**src/hdl/sram_host_pkg.sv**
```systemverilog
// Package with pin bundles, states and timing counts for the static memory host.
package sram_host_pkg;

	// Memory geometry.
	localparam int ADDR_W = 11;
	localparam int DATA_W = 8;

	// Clock period in picoseconds (25 MHz).
	localparam int CLK_PS = 40000;

	// Device timing in nanoseconds, slower speed grade so both grades work.
	localparam int READ_CYCLE_NS              = 200;
	localparam int ADDRESS_ACCESS_TIME_NS     = 200;
	localparam int WRITE_PULSE_NS             = 140;
	localparam int WRITE_RECOVERY_NS          = 35;
	localparam int WRITE_TO_FLOAT_TIME_NS     = 60;
	localparam int DESELECT_TO_FLOAT_TIME_NS  = 60;
	localparam int RETENTION_RECOVERY_TIME_NS = 200;

	// Least times round up to whole cycles; floats are waits, so round up too.
	localparam int READ_CYC  = (READ_CYCLE_NS * 1000 + CLK_PS - 1) / CLK_PS;
	localparam int ACC_CYC   =
		(ADDRESS_ACCESS_TIME_NS * 1000 + CLK_PS - 1) / CLK_PS;
	localparam int WP_CYC    = (WRITE_PULSE_NS * 1000 + CLK_PS - 1) / CLK_PS;
	localparam int WR_CYC    =
		(WRITE_RECOVERY_NS * 1000 + CLK_PS - 1) / CLK_PS;
	localparam int FLOAT_CYC =
		(DESELECT_TO_FLOAT_TIME_NS * 1000 + CLK_PS - 1) / CLK_PS;
	localparam int RDR_CYC   =
		(RETENTION_RECOVERY_TIME_NS * 1000 + CLK_PS - 1) / CLK_PS;

	localparam logic [7:0] CNT_ZERO = 8'h00;

	// Sequencer states.
	typedef enum logic [2:0] {
		ST_IDLE  = 3'b000,
		ST_READ  = 3'b001,
		ST_WSET  = 3'b010,
		ST_WPUL  = 3'b011,
		ST_WREC  = 3'b100,
		ST_FLOAT = 3'b101,
		ST_HOLD  = 3'b110
	} state_e;

	// Control pins toward the memory, all active low.
	typedef struct packed {
		logic sel_n;
		logic gate_n;
		logic wr_n;
	} ctrl_s;

	localparam ctrl_s CTRL_IDLE = 3'b111;
endpackage

```
**src/hdl/sram_host.sv**
```systemverilog
// Host controller that runs reads and writes on a 2K by 8 static memory.
// What this block does
// - Address is held for the write recovery time after write strobe rises.
// - The host never drives the data lines while the memory may drive them.
// - Host data is applied only once the memory outputs are known to float.
// - Retention seen in idle keeps select high; the next access then waits a read cycle.

// Timing notes for whoever retunes the clock or the memory grade.
// Every interval is a whole number of clocks, rounded up from the slower
// speed grade so that either grade of memory works without changes.
// A read drives address, select and gate on the take edge, keeps them for
// five cycles, samples the data on the last one and then idles two cycles
// so the memory has released the data lines before the next access.
// A write sets address and data on the take edge, lowers select and strobe
// together two cycles later, holds them four cycles and keeps address and
// data one cycle more for recovery; gate stays high throughout.
// The host drives the data lines only from the strobe fall until one cycle
// after it rises, so the two sides never fight over the bus.
// Requests seen while busy or in retention are ignored, not refused: the
// requester keeps valid up until an edge sees ready high.
// Retention only keeps select high once the sequencer is idle; supply handling lives outside this block.
module sram_host
	import sram_host_pkg::*;
(
	input  wire logic              CLOCK,
	input  wire logic              RST_B,
	input  wire logic              REQ_VALID,
	input  wire logic              REQ_WRITE,
	input  wire logic [ADDR_W-1:0] REQ_ADDR,
	input  wire logic [DATA_W-1:0] REQ_WDATA,
	input  wire logic              RETAIN,
	output logic                   REQ_READY,
	output logic                   RSP_VALID,
	output logic      [DATA_W-1:0] RSP_RDATA,
	output logic      [ADDR_W-1:0] MEM_ADDR,
	output logic                   MEM_SEL_N,
	output logic                   MEM_GATE_N,
	output logic                   MEM_WR_N,
	output logic      [DATA_W-1:0] MEM_DQ_OUT,
	output logic                   MEM_DQ_OE_N,
	input  wire logic [DATA_W-1:0] MEM_DQ_IN
);

	// Registered state, down-counter and every value that reaches a pin.
	state_e            state_reg, state_next;
	logic [7:0]        cnt_reg, cnt_next;
	ctrl_s             ctrl_reg, ctrl_next;
	logic [ADDR_W-1:0] addr_reg, addr_next;
	logic [DATA_W-1:0] wdata_reg, wdata_next;
	logic              oe_n_reg, oe_n_next;
	logic              rvalid_reg, rvalid_next;
	logic [DATA_W-1:0] rdata_reg, rdata_next;
	logic              ready_reg, ready_next;

	// Pin patterns for the two kinds of access.
	localparam ctrl_s CTRL_READ  = '{sel_n: 1'b0, gate_n: 1'b0, wr_n: 1'b1};
	localparam ctrl_s CTRL_WRITE = '{sel_n: 1'b0, gate_n: 1'b1, wr_n: 1'b0};

	// Counter loads, cut to the counter width on purpose; all fit in 8 bits.
	wire [7:0] acc_load   = 8'(ACC_CYC);
	wire [7:0] pulse_load = 8'(WP_CYC);
	wire [7:0] rec_load   = 8'(WR_CYC);
	wire [7:0] float_load = 8'(FLOAT_CYC);
	wire [7:0] rdr_load   = 8'(RDR_CYC);

	// Counter decode and the request handshake.
	wire cnt_done = (cnt_reg == CNT_ZERO);
	wire cnt_last = (cnt_reg == 8'h01);
	// A request is taken only on an edge that sees ready, and never in retention.
	wire take     = ready_reg && REQ_VALID && !RETAIN;
	wire [7:0] cnt_dec = cnt_reg - 8'h01;

	// Next-state sequencing; every pin change is a registered step.
	always_comb begin
		state_next  = state_reg;
		cnt_next    = cnt_done ? CNT_ZERO : cnt_dec;
		ctrl_next   = ctrl_reg;
		addr_next   = addr_reg;
		wdata_next  = wdata_reg;
		oe_n_next   = oe_n_reg;
		rvalid_next = 1'b0;
		rdata_next  = rdata_reg;
		ready_next  = 1'b0;
		case (state_reg)
			// Idle: memory deselected, ready offered unless in retention.
			ST_IDLE: begin
				ctrl_next = CTRL_IDLE;
				oe_n_next = 1'b1;
				ready_next = !RETAIN && !take;
				if (RETAIN) begin
					// Coming out of retention must wait a full read cycle.
					state_next = ST_HOLD;
					cnt_next   = rdr_load;
				end else if (take) begin
					addr_next  = REQ_ADDR;
					wdata_next = REQ_WDATA;
					if (REQ_WRITE) begin
						// Address settles before select and strobe fall.
						state_next = ST_WSET;
						cnt_next   = 8'h01;
					end else begin
						// Address, select and gate all move on the same edge.
						ctrl_next  = CTRL_READ;
						state_next = ST_READ;
						cnt_next   = acc_load;
					end
				end
			end
			// Read: data is taken on the last access cycle, then deselect.
			ST_READ: begin
				if (cnt_last) begin
					rdata_next  = MEM_DQ_IN;
					rvalid_next = 1'b1;
					ctrl_next   = CTRL_IDLE;
					state_next  = ST_FLOAT;
					cnt_next    = float_load;
				end
			end
			// Write setup: the address has stood since the take edge.
			ST_WSET: begin
				if (cnt_done) begin
					// Select and strobe fall together, gate kept high.
					ctrl_next  = CTRL_WRITE;
					oe_n_next  = 1'b0;
					state_next = ST_WPUL;
					cnt_next   = pulse_load;
				end
			end
			// Write pulse: both strobes low for the full pulse width.
			ST_WPUL: begin
				if (cnt_last) begin
					ctrl_next  = CTRL_IDLE;
					state_next = ST_WREC;
					cnt_next   = rec_load;
				end
			end
			// Write recovery: the host still drives the data lines here.
			ST_WREC: begin
				// Address and data stay put through recovery.
				if (cnt_last) begin
					oe_n_next  = 1'b1;
					state_next = ST_IDLE;
					ready_next = !RETAIN;
				end
			end
			// Float: idle cycles so the memory outputs are off the bus.
			ST_FLOAT: begin
				if (cnt_last) begin
					state_next = ST_IDLE;
					ready_next = !RETAIN;
				end
			end
			// Hold: the recovery wait restarts while retention is held.
			ST_HOLD: begin
				ctrl_next = CTRL_IDLE;
				if (RETAIN) begin
					cnt_next = rdr_load;
				end else if (cnt_last) begin
					state_next = ST_IDLE;
					ready_next = 1'b1;
				end
			end
			// Unused codes fall back to a safe idle with the bus released.
			default: begin
				state_next = ST_IDLE;
				ctrl_next  = CTRL_IDLE;
				oe_n_next  = 1'b1;
			end
		endcase
	end

	// State and pin registers; reset leaves the memory deselected.
	always_ff @(posedge CLOCK or negedge RST_B) begin
		if (!RST_B) begin
			// Reset parks every memory pin at its idle level; ready starts low.
			state_reg  <= ST_IDLE;
			cnt_reg    <= CNT_ZERO;
			ctrl_reg   <= CTRL_IDLE;
			addr_reg   <= '0;
			wdata_reg  <= '0;
			oe_n_reg   <= 1'b1;
			rvalid_reg <= 1'b0;
			rdata_reg  <= '0;
			ready_reg  <= 1'b0;
		end else begin
			// Every register moves on every edge; there is no enable.
			state_reg  <= state_next;
			cnt_reg    <= cnt_next;
			ctrl_reg   <= ctrl_next;
			addr_reg   <= addr_next;
			wdata_reg  <= wdata_next;
			oe_n_reg   <= oe_n_next;
			rvalid_reg <= rvalid_next;
			rdata_reg  <= rdata_next;
			ready_reg  <= ready_next;
		end
	end

	// Pins come straight from the registers above.
	assign REQ_READY   = ready_reg;
	assign RSP_VALID   = rvalid_reg;
	assign RSP_RDATA   = rdata_reg;
	assign MEM_ADDR    = addr_reg;
	assign MEM_SEL_N   = ctrl_reg.sel_n;
	assign MEM_GATE_N  = ctrl_reg.gate_n;
	assign MEM_WR_N    = ctrl_reg.wr_n;
	// The data-line enable is active low: low while the host drives.
	assign MEM_DQ_OUT  = wdata_reg;
	assign MEM_DQ_OE_N = oe_n_reg;

endmodule

```
**config.mk**
```make
export PLATFORM = sky130hd
export DESIGN_NAME = sram_host
export DESIGN_NICKNAME = d
export VERILOG_FILES = /design/src/hdl/sram_host_pkg.sv /design/src/hdl/sram_host.sv
export SDC_FILE = /design/constraint.sdc
export NUM_CORES = 1
export LEC_CHECK = 0
export BUFFER_PORTS_ARGS = -buffer_cell sky130_fd_sc_hd__buf_2
export CELL_PAD_IN_SITES_DETAIL_PLACEMENT = 2
export CELL_PAD_IN_SITES_GLOBAL_PLACEMENT = 2
export CORE_MARGIN = 2
export CORE_UTILIZATION = 29
export CTS_BUF_LIST = sky130_fd_sc_hd__clkbuf_4 sky130_fd_sc_hd__clkbuf_8 sky130_fd_sc_hd__clkbuf_16
export CTS_CLUSTER_DIAMETER = 200
export DETAILED_ROUTE_END_ITERATION = 6
export PLACE_DENSITY_LB_ADDON = 0.1
export SYNTH_ARGS = -nofsm -noshare
export SYNTH_HDL_FRONTEND = slang
export SYNTH_SLANG_ARGS = --single-unit
```
**constraint.sdc**
```tcl
create_clock -name CLOCK -period 1.8 [get_ports CLOCK]
set_input_delay 0.18 -clock CLOCK [delete_from_list [all_inputs] [get_ports CLOCK]]
set_output_delay 0.18 -clock CLOCK [all_outputs]
set_load 0.01 [all_outputs]
```
==> results.md, run 1 <==
- Remaining Overflow, GRT: 0
- Root buffer cell: clkbuf_8
- Initial DRC Count: 22
- Routed via count: 1899
- Detailed Place HPWL: 4.92 mm
- Port bufs: 64
- Slew HR: 0.563
- Period utilization: 0.978
- Most common cell after layout, fill and taps aside: buf_2
- Synth Flop Type: dfrtp_1
- Register area share after synthesis: 0.501
- Layout cells sized above 1: 0.594
- Final RePlAce weighted congestion: 0.752
- Cts bufs inserted: 5
- Global-route wire length before repair: 11.3 mm
- Detail Route Antenna Nets: 0
- Starting density of the core: 0.301
- Total Routing Usage GR: 0.172
- Final Hold Vio Count: 0
- R2R Setup Slk: 0.04 ns
- CP max FO: 7
- Hold endpoint: RSP_RDATA[7]
- First-pass iteration count of the detailed router: 4
- FF-to-FF End: cnt_reg[2]
- Flops & latches, synth: 44
- WP data required: 2.03 ns
- CP Capture Type: flip-flop
- Pin count of the biggest net entering global routing: 29
- DRC: 0
- Hold Path Class: input port to flip-flop
- CP Class: flip-flop to flip-flop
- Drt via density: 4.97
- Critical path startpoint category: flip-flop
- Die span in x: 91.2 µm
- Largest register FFs: 11
- P&R area growth vs syn: 42.7%
- Slew at the pin closest to its max-slew limit: 0.655 ns
- Final Setup Violations: 0
- Async set-reset flop share out of synthesis: 1.00
- Arr. time, crit path: 1.99 ns
- Pwr per Cell Area: 1470 nW/µm²
- Clock Skew: 0.0105 ns
- Synthesized area: 2210 µm²
- Clk buf depth: 2
- RSZ-0062 raised after global routing: yes
- Max-cap violation count: 0
- Cell taking the most area after synthesis: dfrtp_1
- Worst vdd ir: 0.435 mV
- Status: finished, final reports clean
- Mapped Cells: 191
- Die footprint: 8320 µm²
- Site Rows: 31
- Depth of the most critical reg-to-reg path: 8
- Final core occ: 0.430
- Commonest cells after routing, fill and taps aside: buf_2 (64), dfrtp_1 (39), buf_4 (28), mux2_4 (17), nor2_1 (11)
- Sink Count: 44
- Reg-to-Reg Start: cnt_reg[1]
- DIE HEIGHT: 91.2 µm
- Warnings, synthesis: 0
- Reg clk slew, reported paths: 0.09 ns
- Synth Area per Inst: 11.6 µm²
- Inserted Diodes: 0
- EDFF count, synth: 0
- Total power: 0.00464 W
- Initial antenna violation count: 0
- Hold slack: 0.105 ns
- Peak Freq: 568 MHz
- Io pins: 65
- Final setup TNS: 0 ns
- Hold Path Cell Cnt: 2
- Leakage power: 1.55 nW
- CTS H-Tree Depth: 2
- Ranking of synthesized cells by area: dfrtp_1 (45%), mux2_2 (9.7%), mux2_4 (5.4%), dfstp_2 (4.8%), o21ai_0 (2.5%)
- Slew Limit Fails: 0
- Fin crit period: 1.76 ns
- Nets: 317
- Clock Latency Late Sink: 0.30 ns
- Routed WL: 6.66 mm
- Min-Delay Startpoint: MEM_DQ_IN[7]
- Avg WL per Cell: 17.4 µm
- Vias in the first global route: 2120
- Synth cell types: 49
- Synth top area share: 0.454
- Core area: 7330 µm²
- Synth Net Count: 226
- CTS tree: yes
## worst max-delay path, stage by stage, from the launching register on
cell     delay (ns)
dfrtp_1        0.35
inv_1          0.06
buf_4          0.13
ha_1           0.19
nor3b_1        0.14
buf_4          0.17
a21o_2         0.22
a221o_1        0.31
a21oi_2        0.12
## layer usage
metal	global-route usage	routed length, µm
met5	0	0
met3	0.0373	267
met2	0.304	3410
met4	0.0379	59
met1	0.213	2920
## cell type report
class / instances / area (µm²)
fill: 791 / 4180
multi-input combinational: 129 / 1200
sequential: 44 / 1110
timing repair buffer: 95 / 572
tap: 99 / 124
clock buffer: 6 / 82.6
clock inverter: 2 / 38.8
inverter: 7 / 26.3
## stage by stage
step	setup slack, ns	cells	area, µm²
after floorplan	-0.103	191	2300
after global placement	-0.0858	370	2900
after detailed placement	-0.116	370	2900
after CTS	0.00505	383	3070
after global routing	-0.0387	382	3150
final	0.0397	382	3150
## worst max-delay path by stage
| stage | from | endpoint | depth (start not counted) | slack, ns |
|---|---|---|---|---|
| 3_3_place_gp | cnt_reg[3] | REQ_READY | 5 | -0.09 |
| 6_report | cnt_reg[1] | cnt_reg[2] | 8 | 0.04 |
| 4_1_cts | cnt_reg[5] | cnt_reg[6] | 8 | 0.005 |
| 3_5_place_dp | cnt_reg[3] | state_reg[1] | 5 | -0.12 |
| 5_1_grt | cnt_reg[3] | cnt_reg[2] | 6 | -0.04 |
| 2_1_floorplan | cnt_reg[3] | RSP_RDATA[0] | 5 | -0.10 |
## what timing repair did
action | CTS | global route
setup buffers | 5 | 0
endpoints found under the setup margin | 19 | 20
pin swaps | 0 | 6
hold buffers | 1 | 0
gates resized for setup | 7 | 20
endpoints found under the hold margin | 22 | 0
## synth_stat cells (all sizes together) (4+ instances only)
| cell type | count |
|---|---|
| o21ai | 11 |
| nor3 | 11 |
| nand2 | 7 |
| dfstp | 4 |
| xnor2 | 4 |
| inv | 7 |
| clkbuf | 9 |
| a21oi | 10 |
| dfrtp | 40 |
| mux2 | 27 |
| nor2 | 12 |
## kinds of logic (layout without fill, tap and decap cells)
family,Yosys count,in the layout,share of synthesized area
xor+xnor,6,6,0.0238
mux,28,28,0.156
flops,44,44,0.501
simple gates,47,47,0.130
buf+inv,18,110,0.0346
fa+ha+maj,4,4,0.0215
compound gates,44,44,0.133
## where the power goes
| part | switching, W | internal [W] |
|---|---|---|
| combinational | 0.00124 | 0.00110 |
| clock | 0.000345 | 0.000454 |
| sequential | 0.000204 | 0.00129 |
Note: power is estimated with default switching activity, not from simulation.
==> run 2: changes to the inputs <==
Settings changed: CORE_ASPECT_RATIO set to 0.9.
==> results.md, run 2 (same netlist as run 1, synthesis figures left out) <==
- Status: complete, but fails checks
- Failing checks: setup timing
- Reg clk slew, reported paths: 0.09 ns
- DRC: 0
- Most frequent CP cell: buf_6
- Placed cell areas: 2880 µm²
- Clock Latency Late Sink: 0.29 ns
- Global-route wire length before repair: 10.5 mm
- Site Rows: 30
- Detail Route Antenna Nets: 0
- Core area: 7470 µm²
- CP cell instances: buf_6, nor4_4, nand3_2, or3_4, buf_6, mux2_4
- Die span in x: 96.0 µm
- CTS H-Tree Depth: 2
- Slowest stage delay, CP: 0.40 ns
- Total Routing Usage GR: 0.166
- Detailed Place HPWL: 4.89 mm
- Routed WL: 6.89 mm
- DIE HEIGHT: 86.8 µm
- Most common cell after layout, fill and taps aside: buf_2
- Drt via density: 4.86
- Max-cap violation count: 0
- P&R area growth vs syn: 48.4%
- Hold Path Cell Cnt: 2
- Post-route cell area: 3280 µm²
- Cts bufs inserted: 5
- Hold Path Class: input port to flip-flop
- Sink Count: 44
- Clock Skew: 0.00578 ns
- Root buffer cell: clkbuf_8
- Reg area: 1110 µm²
- Vias in the first global route: 2055
- Io pins: 65
- Commonest cells after routing, fill and taps aside: buf_2 (64), dfrtp_1 (40), buf_4 (30), mux2_4 (17), nor2_1 (11)
- Final Hold Vio Count: 0
- Layout cells sized above 1: 0.598
- CP Capture Type: flip-flop
- Starting density of the core: 0.295
- Pwr per Cell Area: 1450 nW/µm²
- Period utilization: 1.01
- Setup WS post-layout: -0.0260 ns
- Clk buf depth: 2
- Fill cells: 791
- CP max FO: 5
- Final RePlAce weighted congestion: 0.753
- Final Setup Violations: 9
- Slew Limit Fails: 0
- Inserted Diodes: 0
- Port bufs: 64
- Slew HR: 0.713
- Peak Freq: 548 MHz
- Worst vdd ir: 0.491 mV
- Pin count of the biggest net entering global routing: 22
- Largest register FFs: 11
- Hold slack: 0.110 ns
- First-pass iteration count of the detailed router: 4
- Avg WL per Cell: 17.8 µm
- CTS tree: yes
- Fin cells: 387
- Arr. time, crit path: 2.01 ns
- CP Class: flip-flop to flip-flop
- Critical path startpoint category: flip-flop
- RSZ-0062 raised after global routing: yes
- Slowest-stage cell, CP: dfrtp_1
- Nets: 325
- Remaining Overflow, GRT: 0
- WP data required: 1.98 ns
- Initial DRC Count: 28
- Multi-input logic area: 1210 µm²
- DP Worst Slack: -0.0982 ns
- Slew at the pin closest to its max-slew limit: 0.430 ns
- Die footprint: 8330 µm²
- Fin crit period: 1.83 ns
- Depth of the most critical reg-to-reg path: 6
- Initial antenna violation count: 0
- Dpl cells: 367
- Leakage power: 1.60 nW
- Routed via count: 1880
[run 2: layout make-up]
type / instances / share of cell area
Tap cell: 96 / 0.0367
Sequential cell: 44 / 0.338
Clock buffer: 6 / 0.0233
Inverter: 7 / 0.00802
Timing Repair Buffer: 103 / 0.214
Clock inverter: 2 / 0.0107
Multi-Input combinational cell: 129 / 0.370
[run 2: path summary, 6_finish.rpt]
| path | startpoint | endpoint | slack, ns |
|---|---|---|---|
| max in group asynchronous | RST_B | MEM_GATE_N | 0.83 |
| setup reg to reg | cnt_reg[4] | RSP_RDATA[7] | -0.03 |
| min in group asynchronous | RST_B | RSP_RDATA[4] | 0.35 |
| hold reg to reg | MEM_DQ_OUT[7] | MEM_DQ_OUT[7] | 0.51 |
| hold / removal | MEM_DQ_IN[3] | RSP_RDATA[3] | 0.11 |
| setup / recovery | cnt_reg[4] | RSP_RDATA[7] | -0.03 |
[run 2: critical path, delay by kind of cell, from the launching register on]
kind          cells  cell delay (ns)
flops             1             0.40
mux               1             0.29
buf+inv           2             0.28
simple gates      3             0.75
[run 2: stage by stage]
stage                     utilization  total power [W]  setup TNS [ns]
final                           0.439          0.00476          -0.128
after global routing            0.439          0.00510          -0.697
after CTS                       0.414          0.00457          -0.106
after detailed placement        0.385          0.00364          -0.830
after global placement          0.385          0.00359          -0.303
after floorplan                     -          0.00280           -1.65
[run 2: routing by layer]
| layer | wire length, µm | global-route usage |
|---|---|---|
| met2 | 3710 | 0.299 |
| met3 | 216 | 0.0365 |
| met4 | 45 | 0.0312 |
| met5 | 0 | 0 |
| met1 | 2910 | 0.203 |
[run 2: where the power goes]
group | switching (W) | total (W) | internal (W) | leakage, nW
clock network | 0.000340 | 0.000767 | 0.000427 | 0.0586
logic | 0.00131 | 0.00251 | 0.00120 | 0.981
registers | 0.000202 | 0.00149 | 0.00128 | 0.563
total | 0.00185 | 0.00476 | 0.00291 | 1.60
[run 2: timing repair]
item                       in CTS  in global routing
gates resized for setup        14                 18
hold buffers                    1                  0
setup endpoints to repair      17                 35
gates cloned                    1                  2
hold endpoints to repair       16                  0
setup buffers                   4                  4
pin swaps                       2                 15
